## src/i2c_status_pkg.sv

```systemverilog
/*
  Package for the two-wire bus monitor and time-out status block: register
  byte addresses, status field positions, bus state codes and the packed
  carriers of the AXI4-Lite slave port.
  Assumes a 32-bit AXI4-Lite master with 32-bit addresses.
*/
package i2c_status_pkg;

  // ****************************************
  // Register byte addresses
  // ****************************************
  localparam logic [31:0] CFG_ADDR    = 32'h4005_0000;
  localparam logic [31:0] STATUS_ADDR = 32'h4005_0004;
  localparam logic [31:0] MASK_ADDR   = 32'h4005_0008;
  localparam logic [31:0] EVLOG_ADDR  = 32'h4005_000C;
  localparam logic [31:0] TIMEOUT_ADDR = 32'h4005_0010;
  localparam logic [31:0] RXDATA_ADDR = 32'h4005_0020;

  // ****************************************
  // Field positions
  // ****************************************
  localparam int STRETCH_BIT   = 4;
  localparam int MON_RDY_BIT   = 16;
  localparam int MON_OV_BIT    = 17;
  localparam int MON_ACT_BIT   = 18;
  localparam int MON_IDLE_BIT  = 19;
  localparam int EV_TO_BIT     = 24;
  localparam int SCL_TO_BIT    = 25;
  localparam int LANE_LOW_FLAGS  = 2;
  localparam int LANE_HIGH_FLAGS = 3;

  // ****************************************
  // Reset values and answers
  // ****************************************
  localparam logic [31:0] TIMEOUT_RESET = 32'h0000_FFFF;
  localparam logic [1:0]  RESP_OKAY     = 2'h0;
  localparam logic [1:0]  RESP_SLVERR   = 2'h2;
  localparam logic [31:0] READ_ZERO     = 32'h0000_0000;

  // ****************************************
  // Types
  // ****************************************
  typedef enum logic [0:0] {
    BUS_IDLE   = 1'b0,
    BUS_ACTIVE = 1'b1
  } busState_t;

  typedef struct packed {
    logic        awvalid;
    logic [31:0] awaddr;
    logic        wvalid;
    logic [31:0] wdata;
    logic [3:0]  wstrb;
    logic        bready;
    logic        arvalid;
    logic [31:0] araddr;
    logic        rready;
  } axiReq_t;

  typedef struct packed {
    logic        awready;
    logic        wready;
    logic        bvalid;
    logic [1:0]  bresp;
    logic        arready;
    logic        rvalid;
    logic [31:0] rdata;
    logic [1:0]  rresp;
  } axiRsp_t;

  typedef struct packed {
    logic [7:0] data;
    logic       valid;
  } monByte_t;

endpackage

```

## src/i2c_monitor_timeout_status.sv

```systemverilog
/*
  Status flags of a two-wire bus controller: monitor ready, overrun,
  bus-active and went-idle flags, event and clock-low time-outs, an event
  log cleared by reading it, an interrupt mask and an AXI4-Lite slave.
  Assumes the bus lines come from pins in another clock domain and the
  monitored byte strobe comes from logic on ref_clk.
*/
`timescale 1ns/10ps
`default_nettype none

module i2c_monitor_timeout_status
  import i2c_status_pkg::*;
#(
  parameter int TO_W = 16
) (
  input  wire logic     ref_clk,
  input  wire logic     resetn,
  input  wire axiReq_t  busReq,
  output axiRsp_t       busRsp,
  input  wire logic     sclIn,
  input  wire logic     sdaIn,
  input  wire monByte_t monByte,
  output logic          monStretch,
  output logic          irq
);

  // ****************************************
  // Parameter check
  // ****************************************
  generate
    if (TO_W < 4 || TO_W > 32) begin : gBadWidth
      $error("TO_W must lie between 4 and 32");
    end
  endgenerate

  // ****************************************
  // State
  // ****************************************
  typedef struct packed {
    logic            sclMeta;
    logic            sclSync;
    logic            sclPrev;
    logic            sdaMeta;
    logic            sdaSync;
    logic            sdaPrev;
    busState_t       busState;
    logic            monitor_data_ready_flag;
    logic [7:0]      monData;
    logic            monitor_overrun_flag;
    logic            wentIdle;
    logic            evTo;
    logic            sclTo;
    logic [TO_W-1:0] evCnt;
    logic [TO_W-1:0] lowCnt;
    logic [TO_W-1:0] timeout;
    logic            stretchEn;
    logic [31:0]     mask;
    logic [31:0]     evLog;
    logic            awHave;
    logic [31:0]     awAddr;
    logic            wHave;
    logic [31:0]     wData;
    logic [3:0]      wStrb;
    logic            bValid;
    logic [1:0]      bResp;
    logic            rValid;
    logic [31:0]     rData;
    logic [1:0]      rResp;
    logic            stretch;
    logic            irq;
  } state_t;

  state_t st_q;
  state_t st_d;

  // ****************************************
  // Helpers
  // ****************************************
  logic            startSeen;
  logic            stopSeen;
  logic            sclEdge;
  logic            busEvent;
  logic            evFire;
  logic            lowFire;
  logic            idleFire;
  logic            ovFire;
  logic            doWrite;
  logic            doRead;
  logic [31:0]     flagVec;
  logic [31:0]     wMask;
  logic [TO_W-1:0] cntMax;

  assign cntMax = '1;

  always_comb begin
    flagVec = '0;
    flagVec[MON_RDY_BIT] = st_q.monitor_data_ready_flag;
    flagVec[MON_OV_BIT] = st_q.monitor_overrun_flag;
    flagVec[MON_ACT_BIT] = (st_q.busState == BUS_ACTIVE);
    flagVec[MON_IDLE_BIT] = st_q.wentIdle;
    flagVec[EV_TO_BIT] = st_q.evTo;
    flagVec[SCL_TO_BIT] = st_q.sclTo;
  end

  // Byte-lane mask of the write in progress
  generate
    for (genvar lane = 0; lane < 4; lane++) begin : gLane
      assign wMask[lane*8 +: 8] = {8{st_q.wStrb[lane]}};
    end
  endgenerate

  // ****************************************
  // Next state
  // ****************************************
  always_comb begin
    st_d = st_q;

    // Line synchronisers and edge finders
    st_d.sclMeta = sclIn;
    st_d.sclSync = st_q.sclMeta;
    st_d.sclPrev = st_q.sclSync;
    st_d.sdaMeta = sdaIn;
    st_d.sdaSync = st_q.sdaMeta;
    st_d.sdaPrev = st_q.sdaSync;
    startSeen = st_q.sclSync && st_q.sclPrev && st_q.sdaPrev && !st_q.sdaSync;
    stopSeen = st_q.sclSync && st_q.sclPrev && !st_q.sdaPrev && st_q.sdaSync;
    sclEdge = st_q.sclSync != st_q.sclPrev;
    busEvent = startSeen || stopSeen || sclEdge;

    // Bus activity
    idleFire = 1'b0;
    case (st_q.busState)
      BUS_IDLE: begin
        if (startSeen) begin
          st_d.busState = BUS_ACTIVE;
        end
      end
      BUS_ACTIVE: begin
        if (stopSeen) begin
          st_d.busState = BUS_IDLE;
          idleFire = 1'b1;
        end
      end
      default: begin
        st_d.busState = BUS_IDLE;
      end
    endcase

    // Event interval counter, held at zero while idle
    evFire = 1'b0;
    if (busEvent || st_q.busState == BUS_IDLE) begin
      st_d.evCnt = '0;
    end else begin
      evFire = (st_q.evCnt == st_q.timeout);
      if (st_q.evCnt != cntMax) begin
        st_d.evCnt = st_q.evCnt + 1'b1;
      end
    end

    // Clock-low counter
    lowFire = 1'b0;
    if (st_q.sclSync) begin
      st_d.lowCnt = '0;
    end else begin
      lowFire = (st_q.lowCnt == st_q.timeout);
      if (st_q.lowCnt != cntMax) begin
        st_d.lowCnt = st_q.lowCnt + 1'b1;
      end
    end

    // Monitor capture
    ovFire = monByte.valid && st_q.monitor_data_ready_flag && !st_q.stretchEn;
    doRead = busReq.arvalid && !st_q.rValid;
    doWrite = st_q.awHave && st_q.wHave && !st_q.bValid;

    if (doRead && busReq.araddr == RXDATA_ADDR) begin
      st_d.monitor_data_ready_flag = 1'b0;
    end
    if (monByte.valid && !ovFire) begin
      st_d.monData = monByte.data;
      st_d.monitor_data_ready_flag = 1'b1;
    end

    // Write channel capture, in either order
    if (busReq.awvalid && !st_q.awHave) begin
      st_d.awHave = 1'b1;
      st_d.awAddr = busReq.awaddr;
    end
    if (busReq.wvalid && !st_q.wHave) begin
      st_d.wHave = 1'b1;
      st_d.wData = busReq.wdata;
      st_d.wStrb = busReq.wstrb;
    end

    // Register writes
    if (doWrite) begin
      st_d.awHave = 1'b0;
      st_d.wHave = 1'b0;
      st_d.bValid = 1'b1;
      st_d.bResp = RESP_OKAY;
      case (st_q.awAddr)
        CFG_ADDR: begin
          if (st_q.wStrb[0]) begin
            st_d.stretchEn = st_q.wData[STRETCH_BIT];
          end
        end
        STATUS_ADDR: begin
          if (st_q.wStrb[LANE_LOW_FLAGS] && st_q.wData[MON_OV_BIT]) begin
            st_d.monitor_overrun_flag = 1'b0;
          end
          if (st_q.wStrb[LANE_LOW_FLAGS] && st_q.wData[MON_IDLE_BIT]) begin
            st_d.wentIdle = 1'b0;
          end
          if (st_q.wStrb[LANE_HIGH_FLAGS] && st_q.wData[EV_TO_BIT]) begin
            st_d.evTo = 1'b0;
          end
          if (st_q.wStrb[LANE_HIGH_FLAGS] && st_q.wData[SCL_TO_BIT]) begin
            st_d.sclTo = 1'b0;
          end
        end
        MASK_ADDR: begin
          st_d.mask = (st_q.mask & ~wMask) | (st_q.wData & wMask);
        end
        TIMEOUT_ADDR: begin
          st_d.timeout = TO_W'((32'(st_q.timeout) & ~wMask) | (st_q.wData & wMask));
        end
        EVLOG_ADDR, RXDATA_ADDR: begin
          st_d.bResp = RESP_OKAY;
        end
        default: begin
          st_d.bResp = RESP_SLVERR;
        end
      endcase
    end
    if (st_q.bValid && busReq.bready) begin
      st_d.bValid = 1'b0;
    end

    // Register reads
    if (st_q.rValid && busReq.rready) begin
      st_d.rValid = 1'b0;
    end
    if (doRead) begin
      st_d.rValid = 1'b1;
      st_d.rResp = RESP_OKAY;
      case (busReq.araddr)
        CFG_ADDR: begin
          st_d.rData = READ_ZERO;
          st_d.rData[STRETCH_BIT] = st_q.stretchEn;
        end
        STATUS_ADDR: begin
          st_d.rData = flagVec;
        end
        MASK_ADDR: begin
          st_d.rData = st_q.mask;
        end
        EVLOG_ADDR: begin
          st_d.rData = st_q.evLog;
          st_d.evLog = '0;
        end
        TIMEOUT_ADDR: begin
          st_d.rData = 32'(st_q.timeout);
        end
        RXDATA_ADDR: begin
          st_d.rData = {24'h00_0000, st_q.monData};
        end
        default: begin
          st_d.rData = READ_ZERO;
          st_d.rResp = RESP_SLVERR;
        end
      endcase
    end

    // Hardware set wins over a clear in the same cycle
    if (ovFire) begin
      st_d.monitor_overrun_flag = 1'b1;
    end
    if (idleFire) begin
      st_d.wentIdle = 1'b1;
    end
    if (evFire) begin
      st_d.evTo = 1'b1;
    end
    if (lowFire) begin
      st_d.sclTo = 1'b1;
    end
    if (monByte.valid) begin
      st_d.evLog[MON_RDY_BIT] = 1'b1;
    end
    if (ovFire) begin
      st_d.evLog[MON_OV_BIT] = 1'b1;
    end
    if (idleFire) begin
      st_d.evLog[MON_IDLE_BIT] = 1'b1;
    end
    if (evFire) begin
      st_d.evLog[EV_TO_BIT] = 1'b1;
    end
    if (lowFire) begin
      st_d.evLog[SCL_TO_BIT] = 1'b1;
    end

    // Stretch request and interrupt
    st_d.stretch = st_d.monitor_data_ready_flag && st_d.stretchEn;
    st_d.irq = |(st_d.mask & (flagVec | st_d.evLog));
  end

  // ****************************************
  // Registers
  // ****************************************
  always_ff @(posedge ref_clk or negedge resetn) begin
    if (!resetn) begin
      st_q <= '0;
      st_q.timeout <= TO_W'(TIMEOUT_RESET);
    end else begin
      st_q <= st_d;
    end
  end

  // ****************************************
  // Outputs
  // ****************************************
  assign busRsp.awready = !st_q.awHave;
  assign busRsp.wready = !st_q.wHave;
  assign busRsp.bvalid = st_q.bValid;
  assign busRsp.bresp = st_q.bResp;
  assign busRsp.arready = !st_q.rValid;
  assign busRsp.rvalid = st_q.rValid;
  assign busRsp.rdata = st_q.rData;
  assign busRsp.rresp = st_q.rResp;
  assign monStretch = st_q.stretch;
  assign irq = st_q.irq;

endmodule

`default_nettype wire

```

## config.mk

```make
export PLATFORM = sky130hd
export DESIGN_NAME = i2c_monitor_timeout_status
export DESIGN_NICKNAME = d
export VERILOG_FILES = /design/src/i2c_status_pkg.sv /design/src/i2c_monitor_timeout_status.sv
export SDC_FILE = /design/constraint.sdc
export NUM_CORES = 1
export LEC_CHECK = 0
export BUFFER_PORTS_ARGS = -buffer_cell sky130_fd_sc_hd__buf_2
export CAP_MARGIN = 10
export CORE_MARGIN = 1.5
export CORE_UTILIZATION = 25
export CTS_CLUSTER_DIAMETER = 200
export DETAILED_ROUTE_END_ITERATION = 7
export GPL_TIMING_DRIVEN = 0
export SKIP_CTS_REPAIR_TIMING = 1
export SLEW_MARGIN = 10
export SYNTH_ARGS = -nofsm -noshare
export SYNTH_HDL_FRONTEND = slang
export SYNTH_SLANG_ARGS = --single-unit
```

## constraint.sdc

```tcl
create_clock -name ref_clk -period 5.9 [get_ports ref_clk]
set_input_delay 0.295 -clock ref_clk [delete_from_list [all_inputs] [get_ports ref_clk]]
set_output_delay 0.295 -clock ref_clk [all_outputs]
set_load 0.1 [all_outputs]
```

==> impl_metrics.toml <==
[status]
status = "complete, but fails checks"
violations = "hold timing"

[sta]
fin_ws_ns = 1.852
fin_skew_ns = 0.03056
period_needed_ns = 4.048
period_share_pct = 68.61
whs_ns = -0.01297
hold_viol_final = 2
rsz0062_at_grt = "false"
finalSetupTns_ns = 0
tightest_slew_ns = 1.005
fmax_mhz = 247.0
finalSetupViolations = 0
slew_viol_final = 0
maxSlewHeadroom_pct = 32.53

[synthesis]
synth_flop_cell = "dfrtp_1"
yosysUniqueCellTypes = 66
synth_edf_count = 0
synthArstFlopShare_pct = 100.0
ys_seq_area_share_pct = 55.17
ys_warn_count = 0
synth_seq_cells = 241
synth_area_um2 = 10970
synthCells = 947
syn_area_per_cell_um2 = 11.58

[routing]
wl_per_cell_um = 17.23
vias = 8301
via_per_inst = 4.551
drc = 0
ant_nets = 0
wirelength_um = 31440
drt_iter0_markers = 450
firstDrtPassIters = 5

[clock_tree]
numCtsBuffers = 28
clockBufferDepth = 3
clk_pin_slew_ns = 0.06
cts_tree = "done"
insertion_delay_ns = 0.57
htreeDepth = 1
numClockSinks = 241
cts_root_buffer = "clkbuf_16"

[final_layout]
fin_util_pct = 33.15
area_growth_syn_to_layout_pct = 30.50
drive_gt1_share_pct = 31.74
nets = 1337

[floorplan]
die_y_um = 212.4
dieArea_um2 = 45130
initial_core_util_pct = 25.40
die_w_um = 212.4
core_um2 = 43170
io_pins = 161
row_count = 76

[grt]
grt-ovfl-total = 0
grt_max_degree = 110
grt.total_usage_pct = 13.70
grt_pass1_wl_um = 47490
antenna_found_initial = 0
grt_pass1_vias = 8210

[placed_design]
post-place-ws_ns = 1.912
io_buffers = 158
gp_congestion = 0.8114
dpl.hpwl_um = 23260

[critical_path]
required_ns = 6.31
critPathKind = "register to register"
crit_chain = "nor4bb_1 -> nand4_2 -> nor3_2 -> mux2_2 -> a22o_1 -> nor4b_1 -> o2111ai_2"
critPathCaptureType = "register"
cp-start-kind = "register"
arrival_ns = 4.45
critPathSlowestCell = "nor3_2"
critPathMaxFanout = 10
max_stage_delay_ns = 0.83

[hold_path]
hp-class = "input port to register"

[pwr]
ir_worst_vdd_uv = 181.4
power.leakage_uw = 0.006397
p_per_area_nw_per_um2 = 336.6

[run]
cap_violations = 0
## cell families after synthesis
logic type,synth area share (%)
simple gates,14.20
flops,55.17
compound gates,9.276
mux,11.58
buf+inv,4.837
xor+xnor,4.552
fa+ha+maj,0.3423
other cells,0.03419
## flip-flops by register name (all words and copies together) (netlist names), named ones only
register / cells
monStretch: 1
busRsp: 36
flagVec: 6
st_q: 177
st_d: 4
irq: 1
## placed cells by master (no fill, tap or decap), types with 9 or more instances in the layout
| cell type | Yosys | final |
|---|---|---|
| nand2_1 | 63 | 63 |
| inv_1 | 23 | 23 |
| nor2_1 | 68 | 68 |
| and2_1 | 29 | 29 |
| a221oi_1 | 18 | 18 |
| nand3_1 | 17 | 17 |
| buf_2 | 4 | 161 |
| nor4_1 | 25 | 25 |
| clkbuf_16 | 0 | 28 |
| nor3_1 | 15 | 15 |
| clkbuf_1 | 33 | 35 |
| dfstp_2 | 16 | 16 |
| dlygate4sd3_1 | 0 | 78 |
| a222oi_1 | 9 | 9 |
| buf_4 | 38 | 38 |
| o21ai_0 | 45 | 45 |
| dfrtp_1 | 225 | 225 |
| mux2_2 | 106 | 106 |
| a22o_1 | 15 | 15 |
| nand4_1 | 17 | 17 |
| xnor2_1 | 30 | 30 |
| xor2_1 | 27 | 27 |
## cell usage after synthesis (all sizes together), types with 8 or more instances
| cell type | n | area share, % |
|---|---|---|
| nor2 | 68 | 2.3 |
| xor2 | 27 | 2.2 |
| nand3 | 17 | 0.78 |
| xnor2 | 30 | 2.4 |
| mux2 | 108 | 11 |
| a222oi | 9 | 0.82 |
| a221oi | 18 | 1.4 |
| dfstp | 16 | 3.8 |
| nor3 | 17 | 0.92 |
| nor2b | 8 | 0.46 |
| a22oi | 8 | 0.59 |
| o21ai | 48 | 2.2 |
| inv | 23 | 0.79 |
| buf | 46 | 2.9 |
| clkbuf | 33 | 1.1 |
| o31ai | 8 | 0.55 |
| nand2 | 63 | 2.2 |
| nand4 | 18 | 1.1 |
| dfrtp | 225 | 51 |
| and2 | 30 | 1.7 |
| nor4 | 27 | 1.7 |
| a22o | 15 | 1.2 |
## routing by layer
metal	wire length (um)	global-route usage, %	vias up
li1	-	-	3902
met1	13630	17.72	4141
met2	15330	23.32	211
met3	1778	2.600	47
met4	695	3.766	0
met5	0	0	-
## metrics by stage
step           instance area [um2]  total power, uW  instances
3_5_place_dp                 12560             3035       1693
6_report                     14310             4817       1824
2_1_floorplan                10970             2739        948
3_3_place_gp                 12490             3001       1691
4_1_cts                      13530             4829       1745
5_1_grt                      14310             5040       1823
## power by group
group | internal, uW | leakage (uW) | switching (uW) | total [uW]
sequential | 1930 | 0.00304 | 202 | 2130
clock | 1050 | 0.000474 | 721 | 1770
combinational | 385 | 0.00288 | 529 | 914
## cell type report
class	instances	area, um2
clock buffer	37	804.5
timing repair buffer	238	1637
multi-input combinational	605	4389
inverter	23	86.33
fill	4365	28860
buffer	79	444.2
antenna	1	2.502
tap	585	732.0
sequential	241	6051
clock inverter	15	165.2
## critical path, delay by kind of cell (launching register included)
family | cells | cell delay, ns
and+or+nand+nor | 4 | 2.57
AOI/OAI and AO/OA | 2 | 0.52
muxes | 1 | 0.43
DFF | 1 | 0.38
## worst paths after layout
check,from,endpoint,slack [ns],depth (start not counted)
min,busReq[47],st_q[52],-0.01,3
max,st_q[94],irq,1.85,7
min in group asynchronous,resetn,st_q[76],0.17,2
min reg2reg,st_d[241],st_d[240],0.37,0
max in group asynchronous,resetn,busRsp[26],4.48,4
max reg2reg,st_q[94],irq,1.85,7
(Power assumes the default switching activity.)
